### config.mk
export PLATFORM = sky130hd
export DESIGN_NAME = umdp_pin_logic
export DESIGN_NICKNAME = d
export VERILOG_FILES = /design/src/design/umdp_pkg.sv /design/src/design/umdp_pin_logic.sv
export SDC_FILE = /design/constraint.sdc
export NUM_CORES = 1
export LEC_CHECK = 0
export ABC_AREA = 0
export BUFFER_PORTS_ARGS = -buffer_cell sky130_fd_sc_hd__clkbuf_2
export CAP_MARGIN = 5
export CORE_MARGIN = 2
export CORE_UTILIZATION = 35
export DETAILED_ROUTE_END_ITERATION = 8
export GPL_TIMING_DRIVEN = 0
export MAX_ROUTING_LAYER = met4
export PLACE_DENSITY = 0.55
export REMOVE_ABC_BUFFERS = 1
export SYNTH_ARGS = -nofsm -noshare
export SYNTH_HDL_FRONTEND = slang
export SYNTH_SLANG_ARGS = --single-unit
### constraint.sdc
create_clock -name aclk -period 1.8 [get_ports aclk]
set_clock_uncertainty 0.1 [all_clocks]
set_input_delay 0.09 -clock aclk [delete_from_list [all_inputs] [get_ports aclk]]
set_output_delay 0.09 -clock aclk [all_outputs]
set_load 0.01 [all_outputs]
### src/design/umdp_pkg.sv
// umdp_pkg: constants and carrier types of the modem, dma and pin logic
// assumes: one 200 MHz clock domain, axi4-lite register access, 32-bit data
package umdp_pkg;

   // register byte offsets
   localparam logic [7:0] UMDP_OFF_MCTRL = 8'h00;
   localparam logic [7:0] UMDP_OFF_MSTAT = 8'h04;
   localparam logic [7:0] UMDP_OFF_DMA = 8'h08;
   localparam logic [7:0] UMDP_OFF_IRQ_STAT = 8'h0C;
   localparam logic [7:0] UMDP_OFF_IRQ_MASK = 8'h10;

   // modem control fields
   localparam int UMDP_MC_DTR = 0;
   localparam int UMDP_MC_RTS = 1;
   localparam int UMDP_MC_OE = 3;

   // modem status: inverted pin levels sit at [7:4]
   localparam int UMDP_MS_LVL_LO = 4;

   // dma control fields
   localparam int UMDP_DMA_FIFO = 0;
   localparam int UMDP_DMA_MULTI = 1;
   localparam int UMDP_DMA_TRIG_LO = 8;
   localparam int UMDP_TRIG_W = 5;

   // status bit of the ring indicator within the modem vector
   localparam int UMDP_RI_BIT = 2;

   // reset values
   localparam logic [7:0] UMDP_MCTRL_RST = 8'h00;
   localparam logic [15:0] UMDP_DMA_RST = 16'h0000;
   localparam logic [3:0] UMDP_IRQ_RST = 4'h0;

   // fifo depth and holding register depth
   localparam logic [4:0] UMDP_FIFO_DEPTH = 5'h10;
   localparam logic [4:0] UMDP_HOLD_DEPTH = 5'h01;

   // axi responses
   localparam logic [1:0] UMDP_RESP_OKAY = 2'h0;
   localparam logic [1:0] UMDP_RESP_SLVERR = 2'h2;

   // modem inputs, active low at the pins; bit 0 is clear-to-send
   typedef struct packed {
      logic cd;
      logic ri;
      logic dsr;
      logic cts;
   } umdp_modem_t;

   // bus channel state, one-hot
   typedef enum logic [1:0] {
      UMDP_IDLE = 2'b01,
      UMDP_BUSY = 2'b10
   } umdp_st_t;

endpackage : umdp_pkg

### src/design/umdp_pin_logic.sv
// umdp_pin_logic: modem control and status pins, dma ready pins,
// interrupt pin three-state control and serial pin reset gating
// assumes: fifo counts and serial tx bit come from logic on aclk,
// modem and rx pins are asynchronous, master obeys axi4-lite
`timescale 1ns/1ps

// Notes on behaviour
// - control bit three set: drive interrupt, output two low
// - control bit three clear: interrupt floats, output two high
// - reset returns registers and outputs to defaults
// - during reset tx disabled, rx ignored
// - receive ready low when characters are waiting and not below trigger
// - receive ready high when empty or below trigger
// - transmit ready low while a location is free
// - transmit ready high when transmit store full
// - clear-to-send shown in status bit four only
// - control bit zero set drives terminal-ready low
// - terminal-ready high after clearing bit or reset
// - control bit one drives request-to-send, high after reset
// - ring indicator rising edge raises interrupt request
// - serial transmit rests high in reset, idle, disabled
module umdp_pin_logic (
   input wire logic aclk,
   input wire logic aresetn,
   input wire logic ce,
   // axi4-lite slave
   input wire logic [7:0] s_axi_awaddr,
   input wire logic s_axi_awvalid,
   output logic s_axi_awready,
   input wire logic [31:0] s_axi_wdata,
   input wire logic [3:0] s_axi_wstrb,
   input wire logic s_axi_wvalid,
   output logic s_axi_wready,
   output logic [1:0] s_axi_bresp,
   output logic s_axi_bvalid,
   input wire logic s_axi_bready,
   input wire logic [7:0] s_axi_araddr,
   input wire logic s_axi_arvalid,
   output logic s_axi_arready,
   output logic [31:0] s_axi_rdata,
   output logic [1:0] s_axi_rresp,
   output logic s_axi_rvalid,
   input wire logic s_axi_rready,
   // occupancy from the fifo datapath
   input wire logic [4:0] rx_count,
   input wire logic [4:0] tx_count,
   // serial datapath
   input wire logic tx_bit,
   input wire logic tx_enable,
   output logic serial_tx,
   input wire logic serial_rx_pin,
   output logic rx_bit,
   // modem pins
   input wire umdp_pkg::umdp_modem_t modem_in_n,
   output logic dtr_n,
   output logic rts_n,
   output logic user_output_two_n,
   // interrupt pin as output and enable, enable low while driving
   output logic chan_int,
   output logic chan_int_oe_n,
   output logic irq,
   // dma pins
   output logic rx_ready_n,
   output logic tx_ready_n
);

   // register state
   logic [7:0] modem_control_reg;
   logic [15:0] dma_ctrl;
   logic [3:0] irq_status;
   logic [3:0] irq_mask;

   // synchronisers and edge history
   logic [3:0] modem_s1;
   logic [3:0] modem_s2;
   logic [3:0] modem_prev;
   logic rx_s1;
   logic rx_s2;

   // bus state
   umdp_pkg::umdp_st_t wr_st;
   umdp_pkg::umdp_st_t rd_st;
   logic [7:0] wr_addr;
   logic [31:0] wr_data;
   logic [31:0] wr_mask;

   // byte enables widened to a bit mask
   wire [31:0] strb_mask = {{8{s_axi_wstrb[3]}}, {8{s_axi_wstrb[2]}},
                            {8{s_axi_wstrb[1]}}, {8{s_axi_wstrb[0]}}};

   // write decode; registers hit only after both channels are taken
   wire wr_take = s_axi_awvalid & s_axi_awready;
   wire wr_fire = (wr_st == umdp_pkg::UMDP_BUSY) & ~s_axi_bvalid;
   wire wr_mctrl = wr_fire & (wr_addr == umdp_pkg::UMDP_OFF_MCTRL);
   wire wr_dma = wr_fire & (wr_addr == umdp_pkg::UMDP_OFF_DMA);
   wire wr_mask_hit = wr_fire & (wr_addr == umdp_pkg::UMDP_OFF_IRQ_MASK);
   wire wr_mapped = (wr_addr == umdp_pkg::UMDP_OFF_MCTRL) |
                    (wr_addr == umdp_pkg::UMDP_OFF_MSTAT) |
                    (wr_addr == umdp_pkg::UMDP_OFF_DMA) |
                    (wr_addr == umdp_pkg::UMDP_OFF_IRQ_STAT) |
                    (wr_addr == umdp_pkg::UMDP_OFF_IRQ_MASK);

   // merged write values under the byte mask
   wire [31:0] mctrl_wr = ({24'h000000, modem_control_reg} & ~wr_mask) |
                          (wr_data & wr_mask);
   wire [31:0] dma_wr = ({16'h0000, dma_ctrl} & ~wr_mask) | (wr_data & wr_mask);
   wire [31:0] mask_wr = ({28'h0000000, irq_mask} & ~wr_mask) |
                         (wr_data & wr_mask);

   // read decode
   wire rd_take = s_axi_arvalid & s_axi_arready;
   wire rd_start = (rd_st == umdp_pkg::UMDP_IDLE) & s_axi_arvalid & ~s_axi_arready;
   wire rd_stat = rd_start & (s_axi_araddr == umdp_pkg::UMDP_OFF_IRQ_STAT);
   wire rd_hit_mc = s_axi_araddr == umdp_pkg::UMDP_OFF_MCTRL;
   wire rd_hit_ms = s_axi_araddr == umdp_pkg::UMDP_OFF_MSTAT;
   wire rd_hit_dma = s_axi_araddr == umdp_pkg::UMDP_OFF_DMA;
   wire rd_hit_is = s_axi_araddr == umdp_pkg::UMDP_OFF_IRQ_STAT;
   wire rd_hit_im = s_axi_araddr == umdp_pkg::UMDP_OFF_IRQ_MASK;
   wire rd_mapped = rd_hit_mc | rd_hit_ms | rd_hit_dma | rd_hit_is | rd_hit_im;

   // status shows asserted modem lines as ones, clear-to-send at bit four
   wire [7:0] modem_status_reg = {~modem_s2, 4'h0};
   wire [31:0] rd_mux = rd_hit_mc ? {24'h000000, modem_control_reg} :
                        rd_hit_ms ? {24'h000000, modem_status_reg} :
                        rd_hit_dma ? {16'h0000, dma_ctrl} :
                        rd_hit_is ? {28'h0000000, irq_status} :
                        rd_hit_im ? {28'h0000000, irq_mask} : 32'h00000000;

   // modem events: ring on the pin's rising edge, others on any change
   wire [3:0] modem_event; // one net, each bit driven by its own generate branch
   genvar gi;
   generate
      for (gi = 0; gi < 4; gi = gi + 1) begin : g_evt
         if (gi == umdp_pkg::UMDP_RI_BIT) begin : g_ri
            assign modem_event[gi] = modem_s2[gi] & ~modem_prev[gi];
         end else begin : g_chg
            assign modem_event[gi] = modem_s2[gi] ^ modem_prev[gi];
         end
      end
   endgenerate

   // set wins over clear-on-read so no event is lost
   wire [3:0] next_irq_status = (irq_status & {4{~rd_stat}}) | modem_event;

   // dma thresholds; the holding register counts as a one-deep store
   wire fifo_mode = dma_ctrl[umdp_pkg::UMDP_DMA_FIFO];
   wire multi_mode = fifo_mode & dma_ctrl[umdp_pkg::UMDP_DMA_MULTI];
   wire [4:0] trig = dma_ctrl[umdp_pkg::UMDP_DMA_TRIG_LO +: umdp_pkg::UMDP_TRIG_W];
   wire [4:0] tx_depth = fifo_mode ? umdp_pkg::UMDP_FIFO_DEPTH : umdp_pkg::UMDP_HOLD_DEPTH;
   wire rx_empty = rx_count == 5'h00;
   wire rx_below = multi_mode & (rx_count < trig);
   wire next_rx_ready_n = rx_empty | rx_below;
   wire next_tx_ready_n = ~(tx_count < tx_depth);

   // modem and rx synchronisers; first stage feeds only the second
   always_ff @(posedge aclk) begin
      if (!aresetn) begin
         modem_s1 <= 4'hF;
         modem_s2 <= 4'hF;
         modem_prev <= 4'hF;
         rx_s1 <= 1'b1;
         rx_s2 <= 1'b1;
      end else if (ce) begin
         modem_s1 <= modem_in_n;
         modem_s2 <= modem_s1;
         modem_prev <= modem_s2;
         rx_s1 <= serial_rx_pin;
         rx_s2 <= rx_s1;
      end
   end

   // write channel: waits for address and data together, then answers
   always_ff @(posedge aclk) begin
      if (!aresetn) begin
         wr_st <= umdp_pkg::UMDP_IDLE;
         s_axi_awready <= 1'b0;
         s_axi_wready <= 1'b0;
         s_axi_bvalid <= 1'b0;
         s_axi_bresp <= umdp_pkg::UMDP_RESP_OKAY;
         wr_addr <= 8'h00;
         wr_data <= 32'h00000000;
         wr_mask <= 32'h00000000;
      end else if (ce) begin
         s_axi_awready <= 1'b0;
         s_axi_wready <= 1'b0;
         case (wr_st)
            umdp_pkg::UMDP_IDLE: begin
               if (s_axi_awvalid && s_axi_wvalid && !s_axi_awready) begin
                  s_axi_awready <= 1'b1;
                  s_axi_wready <= 1'b1;
               end
               if (wr_take) begin
                  wr_addr <= s_axi_awaddr;
                  wr_data <= s_axi_wdata;
                  wr_mask <= strb_mask;
                  wr_st <= umdp_pkg::UMDP_BUSY;
               end
            end
            umdp_pkg::UMDP_BUSY: begin
               if (!s_axi_bvalid) begin
                  s_axi_bvalid <= 1'b1;
                  s_axi_bresp <= wr_mapped ? umdp_pkg::UMDP_RESP_OKAY :
                                 umdp_pkg::UMDP_RESP_SLVERR;
               end else if (s_axi_bready) begin
                  s_axi_bvalid <= 1'b0;
                  wr_st <= umdp_pkg::UMDP_IDLE;
               end
            end
            default: wr_st <= umdp_pkg::UMDP_IDLE;
         endcase
      end
   end

   // read channel: data captured on rd_start with arready, valid one cycle later
   always_ff @(posedge aclk) begin
      if (!aresetn) begin
         rd_st <= umdp_pkg::UMDP_IDLE;
         s_axi_arready <= 1'b0;
         s_axi_rvalid <= 1'b0;
         s_axi_rdata <= 32'h00000000;
         s_axi_rresp <= umdp_pkg::UMDP_RESP_OKAY;
      end else if (ce) begin
         s_axi_arready <= 1'b0;
         case (rd_st)
            umdp_pkg::UMDP_IDLE: begin
               if (rd_start) begin
                  s_axi_arready <= 1'b1;
                  s_axi_rdata <= rd_mux;
                  s_axi_rresp <= rd_mapped ? umdp_pkg::UMDP_RESP_OKAY :
                                 umdp_pkg::UMDP_RESP_SLVERR;
               end
               if (rd_take) begin
                  s_axi_rvalid <= 1'b1;
                  rd_st <= umdp_pkg::UMDP_BUSY;
               end
            end
            umdp_pkg::UMDP_BUSY: begin
               if (s_axi_rready) begin
                  s_axi_rvalid <= 1'b0;
                  rd_st <= umdp_pkg::UMDP_IDLE;
               end
            end
            default: rd_st <= umdp_pkg::UMDP_IDLE;
         endcase
      end
   end

   // software registers; reset clears control so the pins go passive
   always_ff @(posedge aclk) begin
      if (!aresetn) begin
         modem_control_reg <= umdp_pkg::UMDP_MCTRL_RST;
         dma_ctrl <= umdp_pkg::UMDP_DMA_RST;
         irq_mask <= umdp_pkg::UMDP_IRQ_RST;
         irq_status <= umdp_pkg::UMDP_IRQ_RST;
      end else if (ce) begin
         if (wr_mctrl) begin
            modem_control_reg <= mctrl_wr[7:0];
         end
         if (wr_dma) begin
            dma_ctrl <= dma_wr[15:0];
         end
         if (wr_mask_hit) begin
            irq_mask <= mask_wr[3:0];
         end
         irq_status <= next_irq_status;
      end
   end

   // pin outputs, all registered; one cycle behind their control bits
   always_ff @(posedge aclk) begin
      if (!aresetn) begin
         dtr_n <= 1'b1;
         rts_n <= 1'b1;
         user_output_two_n <= 1'b1;
         chan_int_oe_n <= 1'b1;
         chan_int <= 1'b0;
         irq <= 1'b0;
         rx_ready_n <= 1'b1;
         tx_ready_n <= 1'b1;
      end else if (ce) begin
         dtr_n <= ~modem_control_reg[umdp_pkg::UMDP_MC_DTR];
         rts_n <= ~modem_control_reg[umdp_pkg::UMDP_MC_RTS];
         user_output_two_n <= ~modem_control_reg[umdp_pkg::UMDP_MC_OE];
         chan_int_oe_n <= ~modem_control_reg[umdp_pkg::UMDP_MC_OE];
         chan_int <= |(irq_status & irq_mask);
         irq <= |(irq_status & irq_mask);
         rx_ready_n <= next_rx_ready_n;
         tx_ready_n <= next_tx_ready_n;
      end
   end

   // serial pins; rts and cts never gate the transmitter
   always_ff @(posedge aclk) begin
      if (!aresetn) begin
         serial_tx <= 1'b1;
         rx_bit <= 1'b1;
      end else if (ce) begin
         serial_tx <= tx_enable ? tx_bit : 1'b1;
         rx_bit <= rx_s2;
      end
   end

endmodule : umdp_pin_logic

==> results_dict.tcl, run 1 <==
set metrics [dict create \
    worstPathArrival_ps 2000 \
    rows 41 \
    seq_area_frac_synth_pct 47.3 \
    wl_per_cell_um 13.6 \
    synth_cells 503 \
    die_width_um 117 \
    cts_inserted_buffers 9 \
    ys_ff_latch 106 \
    grt_pass1_wl_um 17100 \
    design_area_um2 5760 \
    nets 699 \
    cellPowerDensity_nw_per_um2 843 \
    synth_edf_count 0 \
    yosys.area.top_type "dfxtp_1" \
    cts.path.max_buffers 2 \
    nFillCells 1228 \
    cap_violations 0 \
    setup_ws_ps -66.5 \
    rsz0062_at_grt "true" \
    crit_type "reg -> reg" \
    setup_violations 17 \
    drc 0 \
    via_per_inst 4.79 \
    totalNegativeSetupSlack_ps -915 \
    rr_startpoint "wr_addr[0]" \
    drive_gt1_share_pct 21.4 \
    dieArea_um2 13700 \
    async_reset_ff_share_pct 0 \
    seq_area_um2 2120 \
    tightest_slew_ps 759 \
    grt_pass1_vias 3559 \
    fin_util_pct 45.8 \
    hold_violations 0 \
    grt_max_degree 76 \
    worstPathRequired_ps 1940 \
    clk_latency_ps 350 \
    fin_crit_sh_pct 104 \
    port_buffers 91 \
    cts.sinks 106 \
    cp-start-kind "flip-flop" \
    track_usage_pct 16.5 \
    failed_checks "negative setup slack" \
    worst_setup_path_end_kind "flip-flop" \
    ff2ff_setup_slack_ps -70 \
    antennaDiodeCount 0 \
    min_from "s_axi_rready" \
    io_pins 128 \
    min_path_cells 3 \
    first_iter_violations 188 \
    min_period_ps 1870 \
    synth_top_area_share_pct 47.3 \
    cp_cell_sequence "or4_4 > buf_6 > nor3_4 > nand4b_1 > buf_6 > mux2i_1" \
    cts-root-buf "clkbuf_16" \
    clk_pin_slew_ps 70 \
    cp_common_cell "buf_6" \
    avgSynthCellArea_um2 8.93 \
    power.total_mw 4.86 \
    critPathMaxFanout 4 \
    mappedNetlistArea_um2 4490 \
    core_area_um2 12600 \
    globalplace.congestion 0.795 \
    placed_cell_area_um2 4940 \
    post-dp-hpwl_um 7040 \
    die_h_um 117 \
    multi_input_area_um2 2130 \
    status "finished, violations left" \
    wirelength_um 10800 \
    ir_drop_mv 0.384 \
    min_to "s_axi_rvalid" \
    antenna_found_initial 0 \
    synth_ff_type "dfxtp_1" \
    yosysWarnings 0 \
    cpPeakStageDelay_ps 540 \
    gr-total-overflow 0 \
    syn2layout_area_growth_pct 28.3 \
    cp_slowest_cell "or4_4" \
    hp-class "in -> reg" \
    slew_violations 0 \
    yosysUniqueCellTypes 51 \
    clock_tree.htree_level_count 3 \
    worstRegToRegCells 6 \
    initial_core_util_pct 35.7 \
    ys_top_cells_by_area "dfxtp_1 47%, nand2_1 10%, mux2i_1 8.5%" \
    drt-pass1-iter-count 4 \
    startpoint "wr_addr[0]" \
    relSlewSlack_pct 49.1 \
    fmax_mhz 536 \
    via_count 3806 \
    cts_tree "built" \
    ant_nets 0 \
    leakagePower_nw 2.33 \
]
## cell usage after synthesis, types with 9 or more instances
cell / instances
nand2_1: 123
dfxtp_1: 106
mux2i_1: 38
a21oi_1: 36
buf_4: 23
clkbuf_1: 18
o21ai_0: 18
nor2_1: 14
a22o_1: 12
o22ai_1: 11
nand3_1: 10
inv_1: 9
nand2b_1: 9
## cells by family after synthesis
logic type	Yosys count	synth area share (%)
AO/OA/AOI/OAI	100	14.1
XOR/XNOR	3	0.585
adder cells (fa/ha/maj)	5	1.39
buffers and inverters	59	7.16
flip-flops	106	47.3
multiplexers	38	8.47
other	1	0.0835
AND/OR/NAND/NOR	191	20.9
## how the worst max path moves through the flow
stage                                 end  slack, ps
after floorplan                 flip-flop        -60
after global placement     s_axi_rdata[7]      -2260
after detailed placement  s_axi_rdata[14]      -1580
after CTS                       flip-flop       -130
after global routing            flip-flop       -200
final                           flip-flop        -70
## cell usage in the layout (no fill, tap or decap), drive strengths merged, types with 4 or more instances in the layout
master         n
ha             5
o221ai         4
a32o           4
o31ai          4
dlygate4sd3   35
nand2        123
inv            9
a22o          12
dfxtp        106
nand3         10
o21ai         18
nor2          14
conb          18
a21oi         36
o22ai         11
nor3           4
nor2b          5
nand2b         9
clkbuf       101
mux2i         38
clkinv         4
buf            7
## layer usage
layer,wire length [um],share of wire (%),vias to the layer above,global-route usage (%)
li1,-,-,1935,-
met1,4900,45,1770,19.5
met2,5370,50,91,28.8
met3,436,4.0,10,3.30
met4,125,1.2,0,4.24
met5,0,0,-,-
## critical path: cells and delay by family, from the launching register on
| family | cells | cell delay, ps |
|---|---|---|
| buffers and inverters | 2 | 330 |
| AND/OR/NAND/NOR | 3 | 900 |
| flip-flops | 1 | 310 |
| multiplexers | 1 | 110 |
## metrics by stage
stage | setup slack [ps] | instances | hold slack, ps
global route | -198 | 794 | 49.2
detailed placement | -1580 | 733 | 215
global placement | -2260 | 733 | 209
floorplan | -56.8 | 470 | 51.9
CTS | -134 | 792 | 14.2
finish | -66.5 | 794 | 24.3
## cell type report
cell class,instances,share of cell area [%]
well taps,172,3.74
multi-input cells,355,37.0
clock inverters,7,1.61
clock buffers,9,3.91
flip-flops and latches,106,36.9
repair inverters,2,0.174
inverters,9,0.652
repair buffers,134,16.0
## report_power, final
group / internal [mW] / switching (mW)
sequential: 2.38 / 0.0239
combinational: 0.167 / 0.201
clock: 1.22 / 0.868
## repair_timing
item / CTS / global route
hold endpoints to repair: 34 / 0
hold buffers: 35 / 0
resized for setup: 11 / 5
pin swaps: 5 / 5
endpoints found under the setup margin: 80 / 54
setup buffers: 6 / 1
gates cloned: 2 / 1
No activity file was read; power rests on OpenSTA's default activity.
==> run 2, diff against run 1 <==
--- a/config.mk
+++ b/config.mk
@@ -14,7 +14,6 @@
 export GPL_TIMING_DRIVEN = 0
 export MAX_ROUTING_LAYER = met4
 export PLACE_DENSITY = 0.55
-export REMOVE_ABC_BUFFERS = 1
 export SYNTH_ARGS = -nofsm -noshare
 export SYNTH_HDL_FRONTEND = slang
 export SYNTH_SLANG_ARGS = --single-unit
==> results_dict.tcl, run 2 (synthesis gave the netlist of run 1 again) <==
set metrics [dict create \
    clock_tree.htree_level_count 3 \
    die_h_um 117 \
    cp_slowest_cell "or4_4" \
    cts_inserted_buffers 9 \
    cp-start-kind "flip-flop" \
    dieArea_um2 13700 \
    antennaDiodeCount 0 \
    first_iter_violations 186 \
    worstRegToRegCells 6 \
    initial_core_util_pct 35.7 \
    min_path_cells 3 \
    setup_violations 0 \
    leakagePower_nw 2.44 \
    critical-path-top-delay-family "simple AND/OR/NAND/NOR gates" \
    fin_crit_sh_pct 98.2 \
    wirelength_um 11700 \
    cts.sinks 106 \
    final_common_cell "nand2_1" \
    layout.cells.non_filler 835 \
    hp-class "in -> reg" \
    cts_tree "built" \
    ir_drop_mv 0.426 \
    cts.path.max_buffers 2 \
    whs_ps 14.3 \
    cpPeakStageDelay_ps 550 \
    placed_cell_area_um2 5220 \
    rsz0062_at_grt "true" \
    status "finished clean" \
    clk_pin_slew_ps 70 \
    min_period_ps 1770 \
    grt_pass1_wl_um 18700 \
    critPathMaxFanout 6 \
    port_buffers 90 \
    globalplace.congestion 0.855 \
    drive_gt1_share_pct 22.9 \
    dp.cells 782 \
    core_area_um2 12600 \
    cp_common_cell "buf_4" \
    via_count 3901 \
    via_per_inst 4.67 \
    tightest_slew_ps 696 \
    design_area_um2 5900 \
    antenna_found_initial 0 \
    ant_nets 0 \
    track_usage_pct 18.4 \
    worst_setup_path_end_kind "flip-flop" \
    ff2ff_setup_slack_ps 30 \
    power.total_mw 4.66 \
    die_width_um 117 \
    cp_cell_sequence "or4_4 > buf_4 > nor4_4 > buf_4 > nand3_1 > o21ai_0" \
    grt_pass1_vias 3718 \
    fmax_mhz 566 \
    slew_violations 0 \
    worstPathRequired_ps 1980 \
    rr_startpoint "wr_addr[5]" \
    clk_latency_ps 350 \
    cap_violations 0 \
    io_pins 128 \
    gr-total-overflow 0 \
    min_from "s_axi_rready" \
    crit_type "reg -> reg" \
    wl_per_cell_um 14.0 \
    rows 41 \
    drc 0 \
    hold_violations 0 \
    totalNegativeSetupSlack_ps 0 \
    post-dp-hpwl_um 8650 \
    nets 740 \
    syn2layout_area_growth_pct 31.4 \
    cellPowerDensity_nw_per_um2 789 \
    relSlewSlack_pct 53.6 \
    cts-root-buf "clkbuf_16" \
    min_to "s_axi_rvalid" \
    layout_common_cells "123 x nand2_1, 105 x dfxtp_1, 92 x clkbuf_2" \
    worstPathArrival_ps 1950 \
    grt_max_degree 17 \
    critPathBufInv 2 \
    drt-pass1-iter-count 4 \
]
-- run 2: changes by cell type in the layout (fill, tap and decap cells not counted), moves of 2 or more --
| cell | before | now |
|---|---|---|
| buf_4 | 2 | 25 |
| clkbuf_1 | 0 | 17 |
| buf_1 | 0 | 3 |
| buf_2 | 0 | 3 |
| clkbuf_2 | 89 | 92 |
| buf_6 | 4 | 2 |
| bufinv_16 | 2 | 0 |
| clkinv_2 | 3 | 1 |
| clkinvlp_2 | 2 | 0 |
| clkinvlp_4 | 1 | 3 |
-- run 2: how the worst max path moves through the flow --
stage	slack (ps)	start	end	cells past startpoint
after floorplan	100	wr_addr[5]	flip-flop	5
after global routing	-90	wr_addr[5]	flip-flop	4
after global placement	-130	wr_addr[5]	flip-flop	5
final	30	wr_addr[5]	flip-flop	6
after CTS	5	wr_addr[5]	flip-flop	5
after detailed placement	-150	wr_addr[5]	flip-flop	5
-- run 2: power by group --
group	switching [mW]	internal [mW]	leakage, nW
registers	0.0249	2.38	0.858
logic	0.213	0.203	1.46
clock network	0.865	0.975	0.125
total	1.10	3.56	2.44
-- run 2: repair_timing --
item / CTS / global route
gates resized for setup: 4 / 14
endpoints found under the hold margin: 35 / 0
pin swaps: 2 / 0
buffers inserted: 3 / 0
hold buffers: 36 / 0
setup endpoints to repair: 30 / 55
gates cloned: 0 / 0
-- run 2: final cells by class --
class / count / area (um2)
plain buffers: 48 / 288
clock buffers: 12 / 246
multi-input cells: 355 / 2130
clock inverters: 4 / 27.5
well taps: 172 / 215
fillers: 1243 / 6670
flip-flops and latches: 106 / 2120
repair buffers: 129 / 833
inverters: 9 / 33.8
-- run 2: through the flow --
| stage | setup slack (ps) | util, % |
|---|---|---|
| 2_1_floorplan | 98.6 | - |
| 3_3_place_gp | -127 | 41.5 |
| 3_5_place_dp | -145 | 41.5 |
| 4_1_cts | 5.02 | 46.9 |
| 5_1_grt | -88.9 | 46.9 |
| 6_report | 33.0 | 46.9 |
-- run 2: layer usage --
layer / track usage, % / share of wire [%]
met1: 23.8 / 47
met2: 28.6 / 46
met3: 4.99 / 5.4
met4: 4.78 / 0.88
met5: - / 0
-- run 2: worst reg2reg max path, stage by stage, from the launching register on --
cell,delay [ps]
dfxtp_2,320
or4_4,550
buf_4,160
nor4_4,200
buf_4,210
nand3_1,80
o21ai_0,90
